**config.mk**
```make
export PLATFORM = sky130hd
export DESIGN_NAME = lmc_lin_mode_ctrl
export DESIGN_NICKNAME = d
export VERILOG_FILES = /design/src/hdl/lmc_buf2.v /design/src/hdl/lmc_lin_mode_ctrl.v
export VERILOG_INCLUDE_DIRS = /design/src /design/src/hdl
export SDC_FILE = /design/constraint.sdc
export NUM_CORES = 1
export LEC_CHECK = 0
export BUFFER_PORTS_ARGS = -buffer_cell sky130_fd_sc_hd__buf_4
export CAP_MARGIN = 20
export CORE_ASPECT_RATIO = 1.5
export CORE_MARGIN = 2
export CORE_UTILIZATION = 64
export DETAILED_ROUTE_END_ITERATION = 6
export PLACE_DENSITY = 0.84
export SYNTH_ARGS = -nofsm -noshare
export SYNTH_HDL_FRONTEND = slang
export SYNTH_SLANG_ARGS = --single-unit
```
**constraint.sdc**
```tcl
create_clock -name clock -period 5.6 [get_ports clock]
set_input_delay 0.84 -clock clock [delete_from_list [all_inputs] [get_ports clock]]
set_output_delay 0.84 -clock clock [all_outputs]
set_load 0.03 [all_outputs]
```
**src/hdl/lmc_regs.vh**
```
// constants for the transceiver mode control block
`ifndef LMC_REGS_VH
`define LMC_REGS_VH
// transceiver mode field encodings
`define LMC_MODE_OFF 2'h0
`define LMC_MODE_WAKE 2'h1
`define LMC_MODE_RXONLY 2'h2
`define LMC_MODE_NORMAL 2'h3
// chip operating states
`define LMC_CHIP_NORMAL 3'h0
`define LMC_CHIP_STOP 3'h1
`define LMC_CHIP_SLEEP 3'h2
`define LMC_CHIP_RESTART 3'h3
`define LMC_CHIP_FAILSAFE 3'h4
// timing
`define LMC_CLK_HZ 10000000
`define LMC_EN_TIME_US 10
`define LMC_TXD_TO_US 12000
`define LMC_WAKE_FILT_US 50
`endif
```
**src/hdl/lmc_buf2.v**
```verilog
// two-entry valid/ready buffer
module lmc_buf2 #(
	parameter WIDTH = 8
) (
	input wire clock,
	input wire nrst,
	input wire inValid,
	output wire inReady,
	input wire [WIDTH-1:0] inData,
	output wire outValid,
	input wire outReady,
	output wire [WIDTH-1:0] outData
);
	reg [WIDTH-1:0] mem_r [0:1];
	reg wrPtr_r;
	reg rdPtr_r;
	reg [1:0] count_r;
	wire push;
	wire pop;
	assign inReady = (count_r != 2'h2);
	assign outValid = (count_r != 2'h0);
	assign outData = mem_r[rdPtr_r];
	assign push = inValid && inReady;
	assign pop = outValid && outReady;
	always @(posedge clock) begin
		if (!nrst) begin
			wrPtr_r <= 1'b0;
			rdPtr_r <= 1'b0;
			count_r <= 2'h0;
			mem_r[0] <= {WIDTH{1'b0}};
			mem_r[1] <= {WIDTH{1'b0}};
		end else begin
			if (push) begin
				mem_r[wrPtr_r] <= inData;
				wrPtr_r <= ~wrPtr_r;
			end
			if (pop)
				rdPtr_r <= ~rdPtr_r;
			if (push && !pop)
				count_r <= count_r + 2'h1;
			else if (pop && !push)
				count_r <= count_r - 2'h1;
		end
	end
endmodule // lmc_buf2

```
**src/hdl/lmc_lin_mode_ctrl.v**
```verilog
// transceiver mode control: mode select, enabling delay, time-out, wake
// Notes on behaviour
// - after reset the mode is off and the bus is not driven.
// - off may be selected whatever the chip operating state; in fail-safe the mode reverts to wake-capable a cycle later.
// - while off, bus wake activity is ignored and gives no wake.
// - the mode is chosen by writing the mode field; each code is one mode.
// - the host enables normal mode by a write in chip normal state.
// - normal mode is accepted only in chip normal or stop state.
// - in normal mode the bus driver follows the transmit input.
// - in receiving modes the bus level appears on the receive output.
// - a low seen during the delay must go high; only the next low is sent.
// - in receive-only mode the driver is off but reception goes on.
// - receive-only is accepted only in chip normal or stop state.
// - after a bus wake the mode field still reads wake-capable.
// - after a bus wake receive stays low until the mode changes.
// - transmit dominant past the time-out drops the driver, sets fault.
`include "lmc_regs.vh"
module lmc_lin_mode_ctrl #(
	parameter EN_CYCLES = (`LMC_EN_TIME_US * (`LMC_CLK_HZ / 1000000)),
	parameter TXD_TO_CYCLES =
		(`LMC_TXD_TO_US * (`LMC_CLK_HZ / 1000000)),
	parameter WAKE_CYCLES = (`LMC_WAKE_FILT_US * (`LMC_CLK_HZ / 1000000)),
	parameter CNT_W = 18
) (
	input wire clock,
	input wire nrst,
	input wire [2:0] chipOperatingState,
	input wire modeWrite,
	input wire [1:0] modeWriteData,
	output wire modeWriteReject,
	output reg [1:0] linModeField,
	input wire linTxInput,
	output reg linRxOutput,
	input wire busLevelIn,
	output reg busDriveLow,
	output reg linFaultFlag,
	input wire faultClear,
	output reg wakeEvent,
	output wire rxValid,
	input wire rxReady,
	output wire rxData
);
	localparam TX_OFF = 3'h0;
	localparam TX_WAIT = 3'h1;
	localparam TX_HOLD = 3'h2;
	localparam TX_LIVE = 3'h3;
	localparam TX_TRIP = 3'h4;
	wire [1:0] pinRaw;
	wire [1:0] pinLvl;
	wire txLvl_r;
	wire busLvl_r;
	reg [2:0] txState_r;
	reg [2:0] txState_nxt;
	reg [CNT_W-1:0] txCnt_r;
	reg [CNT_W-1:0] txCnt_nxt;
	wire enterNormal;
	wire cntHitEn;
	wire cntHitTo;
	reg wkFall_r;
	reg pend_r;
	reg pendData_r;
	wire rxChange;
	wire bufInValid;
	wire bufInData;
	reg [CNT_W-1:0] wkCnt_r;
	reg wkLong_r;
	reg woken_r;
	reg busPrev_r;
	wire allowed;
	wire accept;
	wire modeChange;
	wire txActive;
	wire bufInReady;

	function stateAllowsActive;
		input [2:0] st;
		begin
			stateAllowsActive = (st == `LMC_CHIP_NORMAL) ||
				(st == `LMC_CHIP_STOP);
		end
	endfunction

	function isRxMode;
		input [1:0] md;
		begin
			isRxMode = (md == `LMC_MODE_NORMAL) ||
				(md == `LMC_MODE_RXONLY);
		end
	endfunction

	// wake-capable also allowed in sleep, restart and fail-safe; off always
	assign allowed =
		(modeWriteData == `LMC_MODE_OFF) ||
		(modeWriteData == `LMC_MODE_WAKE) ||
		stateAllowsActive(chipOperatingState);
	assign accept = modeWrite && allowed;
	assign modeWriteReject = modeWrite && !allowed;
	assign modeChange = accept && (modeWriteData != linModeField);
	assign txActive = (txState_r == TX_LIVE);
	assign enterNormal = modeChange &&
		(modeWriteData == `LMC_MODE_NORMAL);
	assign cntHitEn = (txCnt_r == EN_CYCLES[CNT_W-1:0] - 1'b1);
	assign cntHitTo = (txCnt_r == TXD_TO_CYCLES[CNT_W-1:0] - 1'b1);
	assign rxChange = isRxMode(linModeField) && (busLvl_r != busPrev_r);
	assign bufInValid = pend_r || rxChange;
	assign bufInData = pend_r ? pendData_r : busLvl_r;

	// three-stage pin synchronisers, change taken when stages 2 and 3 agree
	assign pinRaw = {busLevelIn, linTxInput};
	genvar gi;
	generate
		for (gi = 0; gi < 2; gi = gi + 1) begin : g_pinSync
			reg [2:0] sync_r;
			reg lvl_r;
			always @(posedge clock) begin
				if (!nrst) begin
					sync_r <= {3{1'b1}};
					lvl_r <= 1'b1;
				end else begin
					sync_r <= {sync_r[1:0], pinRaw[gi]};
					if (sync_r[1] == sync_r[2])
						lvl_r <= sync_r[2];
				end
			end
			assign pinLvl[gi] = lvl_r;
		end
	endgenerate
	assign txLvl_r = pinLvl[0];
	assign busLvl_r = pinLvl[1];

	always @(posedge clock) begin
		if (!nrst) begin
			linModeField <= `LMC_MODE_OFF;
		end else if (accept) begin
			linModeField <= modeWriteData;
		end else if (woken_r &&
			(chipOperatingState == `LMC_CHIP_FAILSAFE)) begin
			linModeField <= `LMC_MODE_WAKE;
		end else if (chipOperatingState == `LMC_CHIP_FAILSAFE) begin
			linModeField <= `LMC_MODE_WAKE;
		end
	end

	// transmit path: enabling delay, wait for recessive, live, time-out
	always @* begin
		txState_nxt = txState_r;
		txCnt_nxt = txCnt_r;
		if (linModeField != `LMC_MODE_NORMAL || enterNormal) begin
			txState_nxt = TX_OFF;
			txCnt_nxt = {CNT_W{1'b0}};
		end else begin
			case (txState_r)
			TX_OFF: begin
				txState_nxt = TX_WAIT;
				txCnt_nxt = {CNT_W{1'b0}};
			end
			TX_WAIT: begin
				if (cntHitEn) begin
					txState_nxt = TX_HOLD;
					txCnt_nxt = {CNT_W{1'b0}};
				end else begin
					txCnt_nxt = txCnt_r + 1'b1;
				end
			end
			TX_HOLD: begin
				if (txLvl_r)
					txState_nxt = TX_LIVE;
			end
			TX_LIVE: begin
				if (txLvl_r) begin
					txCnt_nxt = {CNT_W{1'b0}};
				end else if (cntHitTo) begin
					txState_nxt = TX_TRIP;
					txCnt_nxt = {CNT_W{1'b0}};
				end else begin
					txCnt_nxt = txCnt_r + 1'b1;
				end
			end
			TX_TRIP: begin
				// driver returns once dominant ends
				if (txLvl_r)
					txState_nxt = TX_LIVE;
			end
			default: begin
				txState_nxt = TX_OFF;
			end
			endcase
		end
	end

	always @(posedge clock) begin
		if (!nrst) begin
			txState_r <= TX_OFF;
			txCnt_r <= {CNT_W{1'b0}};
		end else begin
			txState_r <= txState_nxt;
			txCnt_r <= txCnt_nxt;
		end
	end

	// sticky fault; a new trip wins over a clear in the same cycle
	always @(posedge clock) begin
		if (!nrst)
			linFaultFlag <= 1'b0;
		else if (txActive && !txLvl_r && cntHitTo)
			linFaultFlag <= 1'b1;
		else if (faultClear)
			linFaultFlag <= 1'b0;
	end

	// bus wake: long dominant followed by return to recessive
	always @(posedge clock) begin
		if (!nrst) begin
			wkCnt_r <= {CNT_W{1'b0}};
			wkLong_r <= 1'b0;
			wkFall_r <= 1'b0;
			woken_r <= 1'b0;
			busPrev_r <= 1'b1;
			wakeEvent <= 1'b0;
		end else begin
			busPrev_r <= busLvl_r;
			wakeEvent <= 1'b0;
			if (linModeField != `LMC_MODE_WAKE || modeChange) begin
				wkCnt_r <= {CNT_W{1'b0}};
				wkLong_r <= 1'b0;
				wkFall_r <= 1'b0;
				woken_r <= 1'b0;
			end else if (!busLvl_r) begin
				// only a dominant phase that began in this mode counts
				if (busPrev_r)
					wkFall_r <= 1'b1;
				if (wkFall_r || busPrev_r) begin
					if (wkCnt_r == WAKE_CYCLES[CNT_W-1:0] - 1'b1)
						wkLong_r <= 1'b1;
					else
						wkCnt_r <= wkCnt_r + 1'b1;
				end
			end else begin
				wkCnt_r <= {CNT_W{1'b0}};
				wkLong_r <= 1'b0;
				wkFall_r <= 1'b0;
				if (!busPrev_r && wkLong_r && !woken_r) begin
					woken_r <= 1'b1;
					wakeEvent <= 1'b1;
				end
			end
		end
	end

	// pin outputs
	always @(posedge clock) begin
		if (!nrst) begin
			busDriveLow <= 1'b0;
			linRxOutput <= 1'b1;
		end else begin
			busDriveLow <= txActive && !txLvl_r;
			if (isRxMode(linModeField))
				linRxOutput <= busLvl_r;
			else if (linModeField == `LMC_MODE_WAKE)
				linRxOutput <= !woken_r;
			else
				linRxOutput <= 1'b1;
		end
	end

	// a change that meets a full buffer waits here instead of being lost
	always @(posedge clock) begin
		if (!nrst) begin
			pend_r <= 1'b0;
			pendData_r <= 1'b1;
		end else if (bufInValid && !bufInReady) begin
			pend_r <= 1'b1;
			pendData_r <= bufInData;
		end else if (pend_r && rxChange) begin
			pendData_r <= busLvl_r;
		end else begin
			pend_r <= 1'b0;
		end
	end

	// received bus levels streamed out; a stall drops nothing up to three words
	lmc_buf2 #(
		.WIDTH(1)
	) u_rxBuf (
		.clock(clock),
		.nrst(nrst),
		.inValid(bufInValid),
		.inReady(bufInReady),
		.inData(bufInData),
		.outValid(rxValid),
		.outReady(rxReady),
		.outData(rxData)
	);
endmodule // lmc_lin_mode_ctrl

```
==> impl_metrics.py, run 1 <==
metrics = {
    "sta": {
        "skew_ns": 0.00349,
        "finalSetupTns_ns": 0,
        "slew_viol_final": 0,
        "worst_slew_pin_slew_ns": 1.00,
        "slew_headroom": 0.333,
        "rsz0062_at_grt": "no",
        "hold_viol_final": 0,
        "setup_violations": 0,
        "finalCritPeriodShare": 0.499,
        "fmax_mhz": 358,
        "fin_crit_ns": 2.80,
    },
    "global_route": {
        "overflow": 0,
        "grt_pass1_vias": 2406,
        "grt_pass1_wl_um": 9990,
        "grt_antenna_before_repair": 0,
        "grt_start_max_net_pins": 26,
        "grtUsageTotal": 0.246,
    },
    "worst_setup_path": {
        "required_ns": 5.84,
        "critPathMaxFanout": 12,
        "cp_top_family": "compound AO/OA/AOI/OAI gates",
        "endpoint_kind": "flop",
        "path_cells": "ha_1, or4b_1, nor4_2, nand3_1, a22oi_1, o21ai_1, a21o_1",
        "critPathSlowestCell": "a22oi_1",
        "crit_type": "flop to flop",
        "critical_path_arrival_ns": 3.04,
        "critPathBufInv": 0,
        "startpoint_type": "flop",
        "cpPeakStageDelay_ns": 0.84,
    },
    "floorplan": {
        "fp.coreArea_um2": 4500,
        "die_w_um": 59.8,
        "die_h_um": 87.7,
        "fp-row-count": 30,
        "die-area_um2": 5250,
        "ios": 21,
        "initial_core_util": 0.664,
    },
    "logic_synthesis": {
        "synth_flop_cell": "dfxtp_1",
        "synth_common_cells": "66 x dfxtp_1, 36 x nor2_1, 26 x nand2_1",
        "syn_inst": 352,
        "synth_top_area_frac": 0.442,
        "synth.distinct_cells": 46,
        "ys_ff_latch": 66,
        "syn-cell-area_um2": 2990,
        "syn_area_per_cell_um2": 8.50,
        "synth.most_common_cell": "dfxtp_1",
        "synth_fp_nets": 367,
        "synth_edf_count": 0,
        "ys_warn_count": 0,
        "synth_area_leaders": "dfxtp_1 44%, nor2_1 4.5%, a21oi_1 3.7%, xor2_1 3.5%, nand2b_1 3.3%",
        "yosysTopAreaCell": "dfxtp_1",
        "async_flop_share": 0,
        "ys_seq_area_frac": 0.442,
    },
    "finish": {
        "stdcell_count": 424,
        "syn_to_final_growth_pct": 10.9,
        "drive_gt1_frac": 0.109,
        "antenna_cells": 0,
        "nNetsFinal": 386,
        "utilization": 0.736,
        "n_fill_cell": 361,
    },
    "cts": {
        "htreeDepth": 3,
        "root_buffer": "clkbuf_8",
        "worstSkewPairLatency_ns": 0.34,
        "postCtsHoldBufs": 0,
        "cts_tree": "built",
        "cts_resized": 0,
        "postCtsSetupBuffers": 0,
        "cts.sinks": 66,
        "cts_inserted_buffers": 9,
        "clockBufferDepth": 2,
        "clk_pin_slew_ns": 0.07,
    },
    "routing": {
        "wl_per_cell_um": 13.6,
        "drc_errors": 0,
        "drtIter0Drc": 149,
        "drt-vias-per-instance": 5.87,
        "finalWirelength_um": 5750,
        "first_pass_iters": 4,
        "num_vias": 2487,
        "ant_nets": 0,
    },
    "pwr": {
        "powerDensity_nw_per_um2": 266,
        "ir_worst_vdd_uv": 203,
        "power_uw": 881,
        "leakage_nw": 1.15,
    },
    "job": {
        "drv_cap": 0,
    },
    "status": {
        "outcome": "finished, final reports clean",
    },
    "placed_design": {
        "hpwl_um": 4070,
        "dp_cells": 408,
        "place_congestion": 0.854,
        "io_buffers": 20,
    },
    "min_path": {
        "min_path_type": "flop to flop",
    },
}
## cell usage in the layout, fill, tap and decap left out, drive strengths merged, types with 5 or more instances in the layout
cell type / Yosys / routed
a21oi: 22 / 22
a31oi: 8 / 8
and2: 6 / 6
and3: 5 / 5
and4: 5 / 5
buf: 3 / 20
clkbuf: 9 / 10
dfxtp: 66 / 66
inv: 11 / 12
mux2i: 6 / 6
nand2: 26 / 26
nand2b: 16 / 16
nand3: 18 / 18
nand4: 5 / 5
nor2: 36 / 36
nor2b: 9 / 9
nor3: 14 / 14
nor4: 7 / 7
o21ai: 19 / 19
or3: 6 / 6
xnor2: 11 / 11
xor2: 12 / 12
## metal layers
metal	part of all wire	global-route usage	wire, um
met4	0.016	0.115	93
met1	0.42	0.277	2430
met3	0.035	0.0635	199
met5	0	0	0
met2	0.53	0.423	3030
## layout make-up
| type | instances | area [um^2] | share of cell area |
|---|---|---|---|
| clock buffers | 10 | 138 | 0.0415 |
| inverters | 11 | 41.3 | 0.0124 |
| clock inverters | 6 | 41.3 | 0.0124 |
| well taps | 48 | 60.1 | 0.0181 |
| flip-flops and latches | 66 | 1320 | 0.398 |
| multi-input cells | 263 | 1570 | 0.472 |
| repair buffers | 20 | 150 | 0.0453 |
## cells by family after synthesis
family	after synthesis	share of synthesized area
multiplexers	8	0.0276
adder cells (fa/ha/maj)	3	0.0125
AO/OA/AOI/OAI	67	0.132
XOR/XNOR	23	0.0673
flip-flops	66	0.442
AND/OR/NAND/NOR	162	0.284
buffers and inverters	23	0.0351
## state kept, by name, indices dropped and copies added, names as in the netlist, 2 cells and up, named ones only
| signal | count |
|---|---|
| txCnt_r | 18 |
| wkCnt_r | 18 |
| g_pinSync.sync_r | 6 |
| txState_r | 3 |
| linModeField | 2 |
| u_rxBuf.count_r | 2 |
| u_rxBuf.mem_r | 2 |
## worst reg2reg max path, stage by stage (launching register included)
cell and delay (ns):
dfxtp_1 0.39, ha_1 0.22, or4b_1 0.46, nor4_2 0.23, nand3_1 0.18, a22oi_1 0.84
o21ai_1 0.16, a21o_1 0.21
## power by group
group	leakage, nW	internal, mW	switching [mW]
clock network	0.0847	0.172	0.185
logic	0.532	0.0206	0.0215
registers	0.533	0.476	0.00548
total	1.15	0.669	0.212
## through the flow
step / worst slack (ns) / instance area, um^2 / hold WS (ns)
finish: 2.80 / 3320 / 0.407
floorplan: 3.39 / 2990 / 0.386
global route: 2.65 / 3320 / 0.429
global placement: 2.96 / 3140 / 0.391
CTS: 2.80 / 3320 / 0.409
detailed placement: 2.82 / 3140 / 0.392
## final timing paths
path	depth (start not counted)	slack, ns	to	from
worst max-delay path	7	2.80	txCnt_r[15]$_SDFFE_PP0P_	txCnt_r[1]$_SDFFE_PP0P_
worst min-delay path	1	0.41	g_pinSync[0].sync_r[1]$_SDFF_PN1_	g_pinSync[0].sync_r[0]$_SDFF_PN1_
worst max register to register	7	2.80	txCnt_r[15]$_SDFFE_PP0P_	txCnt_r[1]$_SDFFE_PP0P_
worst min register to register	1	0.41	g_pinSync[0].sync_r[1]$_SDFF_PN1_	g_pinSync[0].sync_r[0]$_SDFF_PN1_
No activity file was read; power rests on OpenSTA's default activity.
==> run 2: changes to the inputs <==
--- a/config.mk
+++ b/config.mk
@@ -10,9 +10,9 @@
 export CAP_MARGIN = 20
 export CORE_ASPECT_RATIO = 1.5
 export CORE_MARGIN = 2
-export CORE_UTILIZATION = 64
+export CORE_UTILIZATION = 59
 export DETAILED_ROUTE_END_ITERATION = 6
-export PLACE_DENSITY = 0.84
+export PLACE_DENSITY = 0.78
 export SYNTH_ARGS = -nofsm -noshare
 export SYNTH_HDL_FRONTEND = slang
 export SYNTH_SLANG_ARGS = --single-unit
==> constraint.sdc (replaced) <==
create_clock -name clock -period 2.61 [get_ports clock]
set_input_delay 0.3915 -clock clock [delete_from_list [all_inputs] [get_ports clock]]
set_output_delay 0.3915 -clock clock [all_outputs]
set_load 0.03 [all_outputs]
==> run 2 against run 1 <==
Compared with the run above: utilization decreased by 3.8 points; setup slack got worse by 2.6 ns; maximum frequency rose by 18%; via count rose by 1.3%; final area is 2.0% higher; final cell count rose by 5.9%; clock skew rose by 0.0056 ns; total power rose by 110%; critical endpoint is now txCnt_r[9]$_SDFFE_PP0P_; largest power group unchanged; highest routed layer unchanged.
==> impl_metrics.py, run 2 (synthesized netlist as in run 1, its figures left out) <==
metrics = {
    "status": {
        "outcome": "finished, final reports clean",
    },
    "floorplan": {
        "fp-row-count": 31,
        "die-area_um2": 5670,
        "fp.coreArea_um2": 4850,
        "initial_core_util": 0.617,
        "die_h_um": 91.2,
        "die_w_um": 62.1,
        "ios": 21,
    },
    "finish": {
        "largestRegisters": "txCnt_r (18), wkCnt_r (18), g_pinSync.sync_r (6)",
        "multi_input_comb_area_um2": 1570,
        "antenna_cells": 0,
        "drive_gt1_frac": 0.123,
        "utilization": 0.698,
        "n_fill_cell": 391,
        "area.sequential_um2": 1320,
        "nNetsFinal": 393,
        "mostFrequentLayoutCells": "66 x dfxtp_1, 36 x nor2_1, 27 x buf_4",
        "syn_to_final_growth_pct": 13.1,
        "stdcell_count": 449,
        "layout_commonest_cell": "dfxtp_1",
    },
    "sta": {
        "fin_crit_ns": 2.37,
        "finalCritPeriodShare": 0.910,
        "setup_violations": 0,
        "finalSetupTns_ns": 0,
        "skew_ns": 0.00910,
        "rsz0062_at_grt": "no",
        "hold_viol_final": 0,
        "fmax_mhz": 421,
        "setup_ws_ns": 0.236,
        "slew_headroom": 0.531,
        "worst_slew_pin_slew_ns": 0.703,
        "whs_ns": 0.238,
        "slew_viol_final": 0,
    },
    "cts": {
        "htreeDepth": 3,
        "postCtsHoldBufs": 0,
        "cts.sinks": 66,
        "clockBufferDepth": 2,
        "cts_inserted_buffers": 9,
        "cts_tree": "built",
        "postCtsSetupBuffers": 0,
        "clk_pin_slew_ns": 0.07,
        "cts_resized": 0,
        "root_buffer": "clkbuf_8",
        "worstSkewPairLatency_ns": 0.34,
    },
    "global_route": {
        "grtUsageTotal": 0.214,
        "grt_pass1_vias": 2393,
        "overflow": 0,
        "grt_pass1_wl_um": 9820,
        "grt_start_max_net_pins": 26,
        "grt_antenna_before_repair": 0,
    },
    "worst_setup_path": {
        "endpoint_kind": "flop",
        "required_ns": 2.84,
        "critical_path_arrival_ns": 2.60,
        "startpoint_type": "flop",
        "crit_type": "flop to flop",
        "critPathMaxFanout": 9,
        "path_cells": "ha_1, or4b_1, nor4_2, nand3_1, a22o_1, and3_1, a211o_1",
        "cpPeakStageDelay_ns": 0.46,
        "crit_start": "txCnt_r[1]$_SDFFE_PP0P_",
        "critPathSlowestCell": "or4b_1",
        "r2r_start": "txCnt_r[1]$_SDFFE_PP0P_",
    },
    "placed_design": {
        "place_ws_ns": 0.248,
        "place_congestion": 0.832,
        "dp_cells": 433,
        "hpwl_um": 4020,
        "io_buffers": 20,
    },
    "routing": {
        "num_vias": 2520,
        "drtIter0Drc": 131,
        "drt-vias-per-instance": 5.61,
        "ant_nets": 0,
        "finalWirelength_um": 5580,
        "wl_per_cell_um": 12.4,
        "first_pass_iters": 4,
        "drc_errors": 0,
    },
    "pwr": {
        "ir_worst_vdd_uv": 371,
        "powerDensity_nw_per_um2": 549,
        "leakage_nw": 1.18,
    },
    "job": {
        "drv_cap": 0,
    },
    "min_path": {
        "holdCritStartpoint": "linTxInput",
        "min_path_type": "primary input to flop",
    },
}
==> run 2: report_power, final <==
group          switching (mW)  internal (mW)
sequential             0.0111           1.02
clock                   0.371          0.365
combinational          0.0454         0.0444
==> run 2: per-stage QoR <==
stage	total power [mW]	instance area [um^2]
after floorplan	1.11	2990
after global placement	1.14	3210
after detailed placement	1.15	3210
after CTS	1.88	3380
after global routing	1.93	3380
final	1.86	3380
==> run 2: path summary, 6_finish.rpt <==
path                                                           to  slack [ns]  cells after the start
worst max-delay path                      txCnt_r[9]$_SDFFE_PP0P_        0.24                      7
worst min-delay path            g_pinSync[0].sync_r[0]$_SDFF_PN1_        0.24                      2
worst max register to register            txCnt_r[9]$_SDFFE_PP0P_        0.24                      7
worst min register to register  g_pinSync[1].sync_r[1]$_SDFF_PN1_        0.42                      1
==> run 2: worst max-delay path: cells and delay by family, from the launching register on <==
family | cells | cell delay, ns
adders and majority gates | 1 | 0.22
AOI/OAI and AO/OA | 2 | 0.60
DFF | 1 | 0.38
and+or+nand+nor | 4 | 1.06
==> run 2: area by class of cell <==
class,instances,share of cell area
sequential,66,0.390
inverter,11,0.0122
tap,66,0.0244
timing repair buffer,27,0.0599
clock buffer,11,0.0418
multi-input combinational,263,0.462
clock inverter,5,0.00887
==> run 2: routing by layer <==
metal / global-route usage / share of wire / vias to the layer above
met3: 0.0372 / 0.027 / 14
met1: 0.231 / 0.44 / 1174
met2: 0.391 / 0.51 / 43
met5: 0 / 0 / -
li1: - / - / 1289
met4: 0.117 / 0.025 / 0
